<file path="config.mk">
export PLATFORM = sky130hd
export DESIGN_NAME = mcc_conv_ctrl
export DESIGN_NICKNAME = d
export VERILOG_FILES = /design/src/rtl/mcc_pkg.sv /design/src/rtl/mcc_conv_ctrl.sv
export SDC_FILE = /design/constraint.sdc
export NUM_CORES = 1
export LEC_CHECK = 0
export BUFFER_PORTS_ARGS = -buffer_cell sky130_fd_sc_hd__buf_2
export CAP_MARGIN = 20
export CORE_ASPECT_RATIO = 1.5
export CORE_MARGIN = 2
export CORE_UTILIZATION = 57
export CTS_BUF_LIST = sky130_fd_sc_hd__clkbuf_4 sky130_fd_sc_hd__clkbuf_8
export DETAILED_ROUTE_END_ITERATION = 12
export PLACE_DENSITY_LB_ADDON = 0.12
export SLEW_MARGIN = 30
export SYNTH_ARGS = -nofsm -noshare
export SYNTH_HDL_FRONTEND = slang
export SYNTH_SLANG_ARGS = --single-unit
</file>
<file path="constraint.sdc">
create_clock -name core_clk -period 4.8 [get_ports core_clk]
set_clock_uncertainty 0.2 [all_clocks]
set_input_delay 0.48 -clock core_clk [delete_from_list [all_inputs] [get_ports core_clk]]
set_output_delay 0.48 -clock core_clk [all_outputs]
set_load 0.03 [all_outputs]
</file>
<file path="src/rtl/mcc_pkg.sv">
// Shared constants and carrier types for the monitor conversion control core.
// Assumes a single 250 MHz core clock; all host-side strobes come from logic on that clock.
package mcc_pkg;
  localparam int CLK_MHZ          = 250;
  localparam int TEMP_PERIOD_US   = 5000;
  localparam int TEMP_PERIOD_CYC  = TEMP_PERIOD_US * CLK_MHZ;
  localparam int REF_SETTLE_US    = 60;
  localparam int REF_SETTLE_CYC   = REF_SETTLE_US * CLK_MHZ;
  localparam int DATA_W           = 12;
  localparam int NUM_TEMP         = 3;
  localparam int NUM_DAC          = 4;
  localparam int NUM_ADC          = 6;
  localparam logic [7:0] PD_RESET = 8'h30;
  localparam int PD_ADC_REF_BIT   = 4;
  localparam int PD_DAC_REF_BIT   = 5;
  localparam logic [2:0] TAG_REMOTE1 = 3'h6;
  localparam logic [2:0] TAG_REMOTE2 = 3'h7;
  localparam logic [2:0] FIRST_REMOTE_BIT = 3'h6;
  localparam logic [1:0] TIDX_REMOTE1 = 2'h0;
  localparam logic [1:0] TIDX_REMOTE2 = 2'h1;
  localparam logic [1:0] TIDX_LOCAL   = 2'h2;

  typedef enum logic [1:0] {
    CV_IDLE = 2'b01,
    CV_BUSY = 2'b10
  } mcc_conv_e;

  typedef enum logic [2:0] {
    SRC_TEMP = 3'b001,
    SRC_HOST = 3'b010,
    SRC_AUTO = 3'b100
  } mcc_src_e;

  // One result word: channel tag and data.
  typedef struct packed {
    logic [2:0]        tag;
    logic [DATA_W-1:0] data;
  } mcc_res_s;

  // Converter selection: temp flag plus channel index.
  typedef struct packed {
    logic       temp;
    logic [2:0] chan;
  } mcc_sel_s;
endpackage

</file>
<file path="src/rtl/mcc_conv_ctrl.sv">
// Conversion scheduler, temperature result store, overrange latches, DAC code inversion and
// reference power control. Assumes the converter answers each conv_start with one conv_done
// pulse on core_clk; sensor and comparator signals are asynchronous and are synchronised here.
//
// Overview of operation
// - Temperature inputs are refreshed in the background once every 5 ms period.
// - Finished integration raises a request; conversion starts without host action.
// - In command mode a temperature request follows the conversion in progress.
// - In autocycle a temperature request takes the next slot; the sequence continues.
// - An idle converter starts a temperature conversion at once.
// - Each of the three temperature channels keeps its last result, always readable.
// - Command mode can return stored remote temperature results in the sequence.
// - Remote results get the host's signed correction added automatically.
// - Shunt comparator above its threshold raises the channel's overrange output.
// - Undervoltage on shunt or high-side supply pin also raises overrange.
// - Overrange stays latched until the host clears it by a write.
// - Four 12-bit DAC codes are stored and inverted before the string converter.
// - Power-up selects external references; clearing two power bits enables internal ones.
// - Command write enters command mode; reads step selected channels low to high.
// - Selected remote channels start no conversion; stored result is returned instead.
// - Results carry a channel tag; remote channels are 110 and 111.
module mcc_conv_ctrl
  import mcc_pkg::*;
#(
  parameter int PERIOD_CYCLES = TEMP_PERIOD_CYC
) (
  // Clock and reset.
  input  wire logic                           core_clk,
  input  wire logic                           nrst,
  // Temperature sensor handshake.
  input  wire logic [NUM_TEMP-1:0]            integ_done,
  output logic      [NUM_TEMP-1:0]            integ_start_ff,
  // Converter.
  input  wire logic                           conv_done,
  input  wire logic [DATA_W-1:0]              conv_data,
  output logic                                conv_start_ff,
  output mcc_sel_s                            conv_sel_ff,
  // Host command and result path.
  input  wire logic                           cmd_wr,
  input  wire logic [7:0]                     cmd_byte,
  input  wire logic                           rd_strobe,
  input  wire logic                           auto_en,
  input  wire logic [NUM_ADC-1:0]             auto_mask,
  output mcc_res_s                            result_ff,
  output logic                                res_valid_ff,
  output logic                                cmd_mode_ff,
  output logic [NUM_TEMP-1:0][DATA_W-1:0]     temp_res_ff,
  // Remote temperature corrections, signed.
  input  wire logic [1:0][DATA_W-1:0]         temp_offset,
  // Current sense overrange.
  input  wire logic [1:0]                     shunt_over_cmp,
  input  wire logic [1:0]                     supply_under_cmp,
  input  wire logic [1:0]                     ovr_clr,
  output logic      [1:0]                     current_overrange_flag_ff,
  // DAC codes.
  input  wire logic                           dac_wr,
  input  wire logic [1:0]                     dac_sel,
  input  wire logic [DATA_W-1:0]              dac_code,
  output logic [NUM_DAC-1:0][DATA_W-1:0]      dac_string_ff,
  // Power-down register.
  input  wire logic                           pd_wr,
  input  wire logic [7:0]                     pd_byte,
  output logic [7:0]                          pd_ff,
  output logic                                adc_ref_on_ff,
  output logic                                dac_ref_on_ff
);

  mcc_conv_e                   state_ff;
  mcc_src_e                    src_ff;
  logic [20:0]                 per_cnt_ff;
  logic [NUM_TEMP-1:0]         done_s1_ff, done_s2_ff, done_prev_ff;
  logic [NUM_TEMP-1:0]         done_rise;
  logic [NUM_TEMP-1:0]         tpend_ff;
  logic [3:0]                  cmp_s1_ff, cmp_s2_ff;
  logic [7:0]                  cmd_ff;
  logic [2:0]                  ptr_ff;
  logic                        hreq_ff;
  logic [2:0]                  hch_ff;
  logic [2:0]                  aptr_ff;
  logic                        per_tick;
  logic                        grant;
  logic [NUM_TEMP-1:0]         tgrant;
  logic [1:0]                  tidx;
  logic                        rd_fire;
  logic                        rd_hit;
  logic [2:0]                  rd_bit;
  logic                        auto_hit;
  logic [2:0]                  auto_bit;

  // Scan from the pointer upward with wrap; first selected bit wins.
  function automatic logic [3:0] next_sel(input logic [7:0] mask, input logic [2:0] from,
                                          input int span);
    logic [3:0] r;
    int         idx;
    r = 4'h0;
    for (int k = 0; k < 8; k++) begin
      idx = (int'(from) + k) % span;
      if (k < span && !r[3] && mask[idx]) begin
        r = {1'b1, 3'(idx)};
      end
    end
    return r;
  endfunction

  assign per_tick  = (per_cnt_ff == 21'(PERIOD_CYCLES - 1));
  assign done_rise = done_s2_ff & ~done_prev_ff;
  // A read during a host conversion is refused, so a remote answer cannot mask its result.
  assign rd_fire   = rd_strobe && cmd_mode_ff && !hreq_ff
                     && !(state_ff == CV_BUSY && src_ff == SRC_HOST);
  assign {rd_hit, rd_bit}     = next_sel(cmd_ff, ptr_ff, 8);
  assign {auto_hit, auto_bit} = next_sel({2'h0, auto_mask}, aptr_ff, NUM_ADC);
  assign grant  = (state_ff == CV_IDLE);
  assign tidx   = tpend_ff[0] ? 2'h0 : (tpend_ff[1] ? 2'h1 : 2'h2);
  assign tgrant = (grant && |tpend_ff) ? NUM_TEMP'(1 << tidx) : '0;

  // Background refresh period and staggered integration starts.
  always_ff @(posedge core_clk or negedge nrst) begin
    if (!nrst) begin
      per_cnt_ff     <= 21'h0;
      integ_start_ff <= '0;
    end else begin
      per_cnt_ff     <= per_tick ? 21'h0 : per_cnt_ff + 21'h1;
      integ_start_ff <= {done_rise[1:0], per_tick};
    end
  end

  // Sensor and comparator synchronisers; only the second stage feeds logic.
  always_ff @(posedge core_clk or negedge nrst) begin
    if (!nrst) begin
      done_s1_ff   <= '0;
      done_s2_ff   <= '0;
      done_prev_ff <= '0;
      cmp_s1_ff    <= 4'h0;
      cmp_s2_ff    <= 4'h0;
    end else begin
      done_s1_ff   <= integ_done;
      done_s2_ff   <= done_s1_ff;
      done_prev_ff <= done_s2_ff;
      cmp_s1_ff    <= {supply_under_cmp, shunt_over_cmp};
      cmp_s2_ff    <= cmp_s1_ff;
    end
  end

  // A new request wins over the grant of the same channel, so none is lost.
  always_ff @(posedge core_clk or negedge nrst) begin
    if (!nrst) begin
      tpend_ff <= '0;
    end else begin
      tpend_ff <= (tpend_ff & ~tgrant) | done_rise;
    end
  end

  // Converter scheduler: temperature first, then host, then the autocycle slot.
  always_ff @(posedge core_clk or negedge nrst) begin
    if (!nrst) begin
      state_ff      <= CV_IDLE;
      src_ff        <= SRC_TEMP;
      conv_start_ff <= 1'b0;
      conv_sel_ff   <= '0;
      aptr_ff       <= 3'h0;
    end else begin
      conv_start_ff <= 1'b0;
      case (state_ff)
        CV_IDLE: begin
          if (|tpend_ff) begin
            state_ff      <= CV_BUSY;
            src_ff        <= SRC_TEMP;
            conv_start_ff <= 1'b1;
            conv_sel_ff   <= '{temp: 1'b1, chan: {1'b0, tidx}};
          end else if (hreq_ff) begin
            state_ff      <= CV_BUSY;
            src_ff        <= SRC_HOST;
            conv_start_ff <= 1'b1;
            conv_sel_ff   <= '{temp: 1'b0, chan: hch_ff};
          end else if (auto_en && auto_hit) begin
            state_ff      <= CV_BUSY;
            src_ff        <= SRC_AUTO;
            conv_start_ff <= 1'b1;
            conv_sel_ff   <= '{temp: 1'b0, chan: auto_bit};
            aptr_ff       <= (auto_bit == 3'(NUM_ADC - 1)) ? 3'h0 : auto_bit + 3'h1;
          end
        end
        CV_BUSY: begin
          if (conv_done) begin
            state_ff <= CV_IDLE;
          end
        end
        default: begin
          state_ff <= CV_IDLE;
        end
      endcase
    end
  end

  // Command mode: write selects channels, reads step through them.
  always_ff @(posedge core_clk or negedge nrst) begin
    if (!nrst) begin
      cmd_ff      <= 8'h00;
      cmd_mode_ff <= 1'b0;
      ptr_ff      <= 3'h0;
      hreq_ff     <= 1'b0;
      hch_ff      <= 3'h0;
    end else begin
      if (cmd_wr) begin
        cmd_ff      <= cmd_byte;
        cmd_mode_ff <= 1'b1;
        ptr_ff      <= 3'h0;
      end else if (auto_en) begin
        cmd_mode_ff <= 1'b0;
      end else if (rd_fire && rd_hit) begin
        ptr_ff <= rd_bit + 3'h1;
        if (rd_bit < FIRST_REMOTE_BIT) begin
          hreq_ff <= 1'b1;
          hch_ff  <= rd_bit;
        end
      end
      if (grant && !(|tpend_ff) && hreq_ff) begin
        hreq_ff <= 1'b0;
      end
    end
  end

  // Result register and temperature store.
  always_ff @(posedge core_clk or negedge nrst) begin
    if (!nrst) begin
      result_ff    <= '0;
      res_valid_ff <= 1'b0;
      temp_res_ff  <= '0;
    end else begin
      res_valid_ff <= 1'b0;
      if (rd_fire && rd_hit && rd_bit >= FIRST_REMOTE_BIT) begin
        // Remote channels return the stored background result, no conversion.
        res_valid_ff <= 1'b1;
        result_ff    <= '{tag: (rd_bit[0] ? TAG_REMOTE2 : TAG_REMOTE1),
                          data: temp_res_ff[rd_bit[0] ? TIDX_REMOTE2 : TIDX_REMOTE1]};
      end else if (state_ff == CV_BUSY && conv_done && src_ff != SRC_TEMP) begin
        res_valid_ff <= (src_ff == SRC_HOST);
        result_ff    <= '{tag: conv_sel_ff.chan, data: conv_data};
      end
      if (state_ff == CV_BUSY && conv_done && src_ff == SRC_TEMP) begin
        // The correction wraps in 12 bits; the host keeps it in range.
        temp_res_ff[conv_sel_ff.chan[1:0]] <= (conv_sel_ff.chan[1:0] == TIDX_LOCAL) ?
            conv_data : DATA_W'(conv_data + temp_offset[conv_sel_ff.chan[0]]);
      end
    end
  end

  // Overrange latches: a fresh trip wins over a clear in the same cycle.
  always_ff @(posedge core_clk or negedge nrst) begin
    if (!nrst) begin
      current_overrange_flag_ff <= 2'h0;
    end else begin
      current_overrange_flag_ff <= (current_overrange_flag_ff & ~ovr_clr)
                                 | cmp_s2_ff[1:0] | cmp_s2_ff[3:2];
    end
  end

  // DAC codes are stored inverted so a larger code gives a larger output.
  always_ff @(posedge core_clk or negedge nrst) begin
    if (!nrst) begin
      dac_string_ff <= '{default: '1};
    end else if (dac_wr) begin
      dac_string_ff[dac_sel] <= ~dac_code;
    end
  end

  // Reference power control; settling wait is left to the host.
  always_ff @(posedge core_clk or negedge nrst) begin
    if (!nrst) begin
      pd_ff         <= PD_RESET;
      adc_ref_on_ff <= 1'b0;
      dac_ref_on_ff <= 1'b0;
    end else if (pd_wr) begin
      pd_ff         <= pd_byte;
      adc_ref_on_ff <= !pd_byte[PD_ADC_REF_BIT];
      dac_ref_on_ff <= !pd_byte[PD_DAC_REF_BIT];
    end
  end

  a_ovr_sticky: assert property (@(posedge core_clk) disable iff (!nrst)
    current_overrange_flag_ff[0] && !ovr_clr[0] |=> current_overrange_flag_ff[0])
    else $error("overrange flag dropped without a clear");

  a_ovr_trip: assert property (@(posedge core_clk) disable iff (!nrst)
    $rose(shunt_over_cmp[1]) ##1 shunt_over_cmp[1] ##1 shunt_over_cmp[1]
      |=> current_overrange_flag_ff[1])
    else $error("overrange flag not raised by comparator");

  a_dac_inverted: assert property (@(posedge core_clk) disable iff (!nrst)
    dac_wr |=> dac_string_ff[$past(dac_sel)] == ~$past(dac_code))
    else $error("dac code not inverted");

  a_ref_power: assert property (@(posedge core_clk) disable iff (!nrst)
    pd_wr |=> (adc_ref_on_ff == !$past(pd_byte[PD_ADC_REF_BIT]))
           && (dac_ref_on_ff == !$past(pd_byte[PD_DAC_REF_BIT])))
    else $error("reference enable mismatch");

  a_idle_temp_start: assert property (@(posedge core_clk) disable iff (!nrst)
    state_ff == CV_IDLE && |tpend_ff |=> conv_start_ff && conv_sel_ff.temp)
    else $error("idle converter did not start temperature conversion");

  a_temp_pend_hold: assert property (@(posedge core_clk) disable iff (!nrst)
    tpend_ff[1] && !tgrant[1] |=> tpend_ff[1])
    else $error("temperature request lost before conversion");

  a_period_start: assert property (@(posedge core_clk) disable iff (!nrst)
    per_tick |=> integ_start_ff[0] && per_cnt_ff == 21'h0)
    else $error("period tick did not start integration");

  a_remote_tag: assert property (@(posedge core_clk) disable iff (!nrst)
    rd_fire && rd_hit && rd_bit == 3'h7
      |=> res_valid_ff && result_ff.tag == TAG_REMOTE2 && !hreq_ff)
    else $error("remote channel read misbehaved");

  a_offset_apply: assert property (@(posedge core_clk) disable iff (!nrst)
    state_ff == CV_BUSY && conv_done && src_ff == SRC_TEMP && conv_sel_ff.chan == 3'h0
      |=> temp_res_ff[0] == DATA_W'($past(conv_data) + $past(temp_offset[0])))
    else $error("remote correction not applied");

  a_temp_after_cmd: assert property (@(posedge core_clk) disable iff (!nrst)
    state_ff == CV_BUSY && conv_done && (|tpend_ff || |done_rise)
      |=> ##[0:1] conv_start_ff && conv_sel_ff.temp)
    else $error("temperature conversion not next after current one");

  c_temp_in_cmd: cover property (@(posedge core_clk) disable iff (!nrst)
    cmd_mode_ff && src_ff == SRC_HOST && conv_done ##2 conv_start_ff && conv_sel_ff.temp);
  c_auto_insert: cover property (@(posedge core_clk) disable iff (!nrst)
    auto_en && src_ff == SRC_TEMP && conv_done ##[1:3] conv_start_ff && !conv_sel_ff.temp);
  c_ovr_clear: cover property (@(posedge core_clk) disable iff (!nrst)
    current_overrange_flag_ff[0] ##1 ovr_clr[0] ##1 !current_overrange_flag_ff[0]);

endmodule // mcc_conv_ctrl

</file>
### Word-level counts from Yosys, hierarchy flattened

Cells that the tools add are included.

* register bits: 185
* output and inout port bits: 121
* word-level logic and storage cells: 278

* $add $sub $neg: 16
* div/mod/pow operators: 6
* $lt $le $gt $ge: 22
* equal/unequal tests: 13
* shift operators: 1
* mux-type cells: 102
* bitwise gates (word level): 21
* reductions and logical operators: 64

Operator list (count)
* $lt A32 B5 Y1 const B: 6
* $mod A32 B4 Y32 const B: 5
* $mux W12: 6
* $mux W4: 17
* $bwmux W48: 1
* $demux W12 S2: 2
* $bmux W1 S3: 14
* $mux W1: 42
* $bwmux W36: 1
* $lt A4 B5 Y1 const B: 7
* $mod A4 B4 Y32 const B: 1
* $mux W15: 2
* $logic_and A1 B1 Y1: 27
* $bmux W12 S2: 1
* $mux W3: 8
* $reduce_or A3 Y1: 8
* $add A21 B1 Y21 const B: 1
* $eq A21 B21 Y1 const B: 1
* $mux W21: 1
* $logic_not A1 Y1: 17
* $add A12 B12 Y12: 1
* $add A3 B3 Y3 const B: 4
* $mux W2: 6
* $not A12 Y12: 1
* other kinds (35): 65

### Longest topological paths before layout

* depth in word-level cells: 32
* gate-level depth with buffers: 17

### Worst setup path after synthesis

OpenSTA, ideal clock, no wires.

* path type: register to register
* start: register ptr_ff[0]
* end: register result_ff[12] (netlist name)
* library setup time: 0.126 ns
* arrival: 3.583 ns
* slack: 0.891 ns
* stages on the path, launching flop included: 17
* buffers on the path: 5
* cells stage by stage: dfrtp_1 > buf_6 > buf_8 > inv_1 > ha_1 > buf_2 > mux4_2 > mux2i_1 > o21ai_1 > a21o_1 > mux2_2 > a21oi_4 > buf_6 > ha_1 > o211ai_4 > buf_8 > mux2i_1

* cells in the longest elaborated chain, start to end: 27
* elaborated cells on any way between the ends: 58

RTL lines
* start, declared: RTL line mcc_conv_ctrl.sv:76 `logic [2:0] ptr_ff;`
* start signal, assigned: RTL line mcc_conv_ctrl.sv:211 `ptr_ff <= rd_bit + 3'h1;`
* $add A3 B1 Y3 or $bmux W1 S3 (tied branches): RTL line mcc_conv_ctrl.sv:97, mcc_conv_ctrl.sv:98
* $bmux W1 S3 or $mux W1 (tied branches): RTL line mcc_conv_ctrl.sv:98 `if (k < span && !r[3] && mask[idx]) begin`
* $mux W1 (not written as such) or $mux W4 (tied branches): RTL line mcc_conv_ctrl.sv:98
* $mux W1 (not written as such) or $logic_not A1 Y1 (tied branches): RTL line mcc_conv_ctrl.sv:98
* $logic_and A1 B1 Y1: RTL line mcc_conv_ctrl.sv:98
* $mux W4: RTL line mcc_conv_ctrl.sv:98
* $logic_not A1 Y1: RTL line mcc_conv_ctrl.sv:98
* $logic_and A1 B1 Y1: RTL line mcc_conv_ctrl.sv:98
* (+11 left out)
* $logic_and A1 B1 Y1: RTL line mcc_conv_ctrl.sv:98
* $mux W4: RTL line mcc_conv_ctrl.sv:98
* $logic_not A1 Y1: RTL line mcc_conv_ctrl.sv:98
* $logic_and A1 B1 Y1: RTL line mcc_conv_ctrl.sv:98
* $mux W4 *: RTL line mcc_conv_ctrl.sv:98
* $ge A3 B3 Y1 or $logic_and A1 B1 Y1 (tied branches): RTL line mcc_conv_ctrl.sv:231 `if (rd_fire && rd_hit && rd_bit >= FIRST_REMOTE_BIT) begin`
* $logic_and A1 B1 Y1: RTL line mcc_conv_ctrl.sv:231
* $mux W15 or $reduce_bool A2 Y1 (tied branches)
* end signal, assigned: RTL line mcc_conv_ctrl.sv:234 `result_ff <= '{tag: (rd_bit[0] ? TAG_REMOTE2 : TAG_REMOTE1),`
* end signal, assigned: RTL line mcc_conv_ctrl.sv:238 `result_ff <= '{tag: conv_sel_ff.chan, data: conv_data};`
* end, declared: RTL line mcc_conv_ctrl.sv:44 `output mcc_res_s result_ff,`

Every way passes the cells marked *; elsewhere a longest branch is shown, timed or not. The select of a mux whose other input is x is not followed.
A chain may end at the register's enable or synchronous reset.

### Final worst setup path

* start: register aptr_ff[2]
* end: register conv_sel_ff[0] (netlist name)

* cells in the longest elaborated chain, start to end: 23
* elaborated cells on any way between the ends: 51

RTL lines
* start, declared: RTL line mcc_conv_ctrl.sv:79 `logic [2:0] aptr_ff;`
* start signal, assigned: RTL line mcc_conv_ctrl.sv:180 `aptr_ff <= (auto_bit == 3'(NUM_ADC - 1)) ? 3'h0 : auto_bit + 3'h1;`
* parallel branches: the longest is 19 deep, another holds $mod A32 B4 Y32
* $mux W4 *: RTL line mcc_conv_ctrl.sv:98
* $mux W4 or $logic_and A1 B1 Y1 (tied branches): RTL line mcc_conv_ctrl.sv:175 `end else if (auto_en && auto_hit) begin`
* $mux W4 or $reduce_bool A3 Y1 (tied branches)
* $mux W4 or $reduce_and A2 Y1 (tied branches)
* end signal, assigned: RTL line mcc_conv_ctrl.sv:169 `conv_sel_ff <= '{temp: 1'b1, chan: {1'b0, tidx}};`
* end signal, assigned: RTL line mcc_conv_ctrl.sv:174 `conv_sel_ff <= '{temp: 1'b0, chan: hch_ff};`
* end signal, assigned: RTL line mcc_conv_ctrl.sv:179 `conv_sel_ff <= '{temp: 1'b0, chan: auto_bit};`
* end, declared: RTL line mcc_conv_ctrl.sv:37 `output mcc_sel_s conv_sel_ff,`

Every way passes the cells marked *. The select of a mux whose other input is x is not followed.

==> results.md <==
- Cell Pwr Density: 576 mW/mm2
- Fin. max-slew vios: 0
- Status: completed
- Area growth, synth to finish: 18.7%
- Crit path launch type: register
- Slew headroom: 0.404
- TritonCTS buffer count: 17
- Layout cells sized above 1: 0.365
- Worst hold-check path type: in -> reg
- GRT Total Usage: 0.272
- I/O Buffers: 209
- TNS Setup: 0 ns
- MaxCap Viol Count: 0
- Maximum clock rate: 230 MHz
- Worst-Skew Late Latency: 0.46 ns
- Hold_ws: 0.0207 ns
- Post-synthesis compound-gate area fraction: 0.128
- Switch Pwr: 0.00293 W
- Fin nets: 1204
- Post-DRT Antenna Nets: 0
- Die footprint: 0.0179 mm2
- YS warnings: 0
- Syn Inst Count: 869
- Synth top area share: 0.346
- Worst Path Class, Setup: reg -> reg
- CTS Buffer Depth: 2
- CP Max Fanout: 11
- Most common cell in the netlist: dfrtp_1
- # diodes: 0
- Worst Max-Slew Pin Slew: 0.890 ns
- Power Total: 0.00657 W
- Ys async rst share: 1.00
- Clk slew on worst S/H paths: 0.11 ns
- Synth Net Count: 985
- Synth Area in Adders: 0.0359
- Main combinational cell family by area after synthesis: multiplexers
- Fillers: 1338
- Cell Area, Placed: 0.0108 mm2
- Worst EP required: 4.94 ns
- DRC errors left: 0
- P_int: 0.00363 W
- Die height: 163 um
- Clock Power Share: 0.159
- Synth Area in XOR/XNOR: 0.0333
- Starting Density: 0.578
- Drt wl/cell: 17.9 um
- Crit-path cells: inv_1 > ha_1 > a21oi_2 > inv_1 > ha_1 > nand2b_1 > nor2b_1 > o41ai_1 > a21oi_1 > nand2b_1 > nor3b_1 > o21ai_1 > o21ai_4 > mux2_2
- Crit path buf inv count: 2
- Critical path's top delay family: compound AO/OA/AOI/OAI gates
- Minimum clock period after layout: 4.35 ns
- Tcrit/Tclk final: 0.906
- Vias in the first global route: 7652
- Synthesized area: 0.00961 mm2
- Row cnt: 58
- Worst VDD drop: 0.440 mV
- Reg2reg setup slack: 0.45 ns
- Combinational share of power: 0.498
- Worst path arrival time: 4.49 ns
- GRT overflow: 0
- Unrepaired setup endpoints after global routing: no
- Crit path capture type: register
- EDFF count, synth: 0
- LEAKAGE: 5.56 nW
- Largest net degree at the start of global routing: 103
- GP Congestion: 0.857
- DR vias: 7380
- Clock Root Buffer: clkbuf_8
- DR iter-0 viols: 429
- Slowest-stage cell, CP: o41ai_1
- Sequential-to-total area share from yosys stat: 0.488
- Core ar.: 0.0166 mm2
- Proportion of synthesized area in mux cells: 0.157
- IO Pins: 210
- Final Hold Vio Count: 0
- DIE WIDTH: 110 um
- Vias per inst: 5.63
- Synthesized flop and latch total: 185
- Hpwl dp: 17800 um
- Synth area leader: dfrtp_1
- Drt pass-1 iters: 4
- Cell variety after synth: 85
- Max incr delay on CP: 0.65 ns
- First-pass GRT wire length: 37400 um
- Top cells by area, synth: dfrtp_1, dfstp_2, mux2_2
- CTS H-tree depth: 4
- CTS tree: built
- Ys flop type: dfrtp_1
- Finished Cell Area: 0.0114 mm2
- Initial antenna violation count: 0
- Total routed wirelength: 23500 um
- Synth Area in Simple Gates: 0.125
- Seq pwr share: 0.343
- CTS Sinks: 185
- Syn avg cell area: 11.1 um2
- Top cells by count, synth: dfrtp_1, nand2_1, o21ai_0, mux2i_1, mux2_2
- Final-report setup violation count: 0
- Sw Share: 0.447
-- metrics by stage --
step                      utilization  setup slack, ns  std cells
after global routing            0.686            0.192       1311
after CTS                       0.686            0.492       1311
after global placement          0.651            0.618       1260
final                           0.686            0.451       1311
after detailed placement        0.651            0.527       1260
after floorplan                     -            0.891        869
-- final cells by class --
cell class | instances | area, um2 | area share
well taps | 210 | 263 | 0.0230
inverters | 30 | 113 | 0.00987
repair buffers | 238 | 1320 | 0.116
clock inverters | 14 | 155 | 0.0136
multi-input cells | 616 | 4620 | 0.405
clock buffers | 18 | 241 | 0.0212
flip-flops and latches | 185 | 4690 | 0.412
-- cells by family (layout without fill, tap and decap cells) --
group,after synthesis,after routing
simple gates,240,240
compound gates,186,186
flops,185,185
mux,129,129
buf+inv,68,300
xor+xnor,34,34
fa+ha+maj,27,27
-- per-layer routing --
layer  vias to the layer above  wire [um]  global-route usage  part of all wire
li1                       3534          -                   -                 -
met1                      3628       8570               0.300              0.36
met2                       168      13200               0.498              0.56
met3                        50       1030              0.0571             0.044
met4                         0        685               0.106             0.029
met5                         -          0                   0                 0
-- power groups by stage --
stage | Combinational [W] | Sequential, W | Clock [W]
final | 0.00327 | 0.00225 | 0.00104
after global routing | 0.00356 | 0.00230 | 0.00113
after CTS | 0.00328 | 0.00225 | 0.00107
after detailed placement | 0.00326 | 0.00228 | 0
after global placement | 0.00322 | 0.00227 | 0
after floorplan | 0.00187 | 0.00277 | 0
-- worst register-to-register path, delay by kind of cell (launching register included) --
| kind | cells | cell delay, ns |
|---|---|---|
| AO/OA/AOI/OAI | 5 | 1.52 |
| adder cells (fa/ha/maj) | 2 | 0.55 |
| buffers and inverters | 2 | 0.18 |
| flip-flops | 1 | 0.64 |
| multiplexers | 1 | 0.37 |
| AND/OR/NAND/NOR | 4 | 0.78 |
-- timing repair --
| action | CTS | global route |
|---|---|---|
| hold endpoints to repair | 104 | 0 |
| setup endpoints to repair | 0 | 0 |
| buffers inserted | 0 | 0 |
| hold buffers | 19 | 0 |
| resized for setup | 0 | 0 |
-- sequential cells by signal, summed over array words and instances, names as in the netlist, 8 cells and up --
name,count
cmd_ff,8
dac_string_ff,48
pd_ff,8
per_cnt_ff,21
result_ff,15
temp_res_ff,36
-- cells in the final DEF (no fill, tap or decap), types with 6 or more instances in the layout --
cell,count
buf_2,208
dfrtp_1,133
nand2_1,98
o21ai_0,79
mux2i_1,60
mux2_2,56
dfstp_2,52
nor2_1,39
a21oi_1,30
inv_1,28
ha_1,26
dlygate4sd3_1,19
xnor2_1,18
clkbuf_8,18
nand3_1,16
and3_1,14
xor2_1,13
nor2b_1,12
a21o_1,11
mux4_2,10
buf_4,10
nand2b_1,9
nor3_1,9
nor3b_1,7
inv_6,7
a211oi_1,6
-- worst paths after layout --
path / startpoint / cells after the start / end
worst max-delay path: aptr_ff[2] / 14 / conv_sel_ff[0]
worst min-delay path: dac_code[9] / 2 / dac_string_ff[21]
worst max register to register: aptr_ff[2] / 14 / conv_sel_ff[0]
worst min register to register: done_s1_ff[0] / 0 / done_s2_ff[0]
max in group asynchronous: nrst / 3 / ptr_ff[2]
min in group asynchronous: nrst / 2 / temp_res_ff[3]
(Power assumes the default switching activity.)
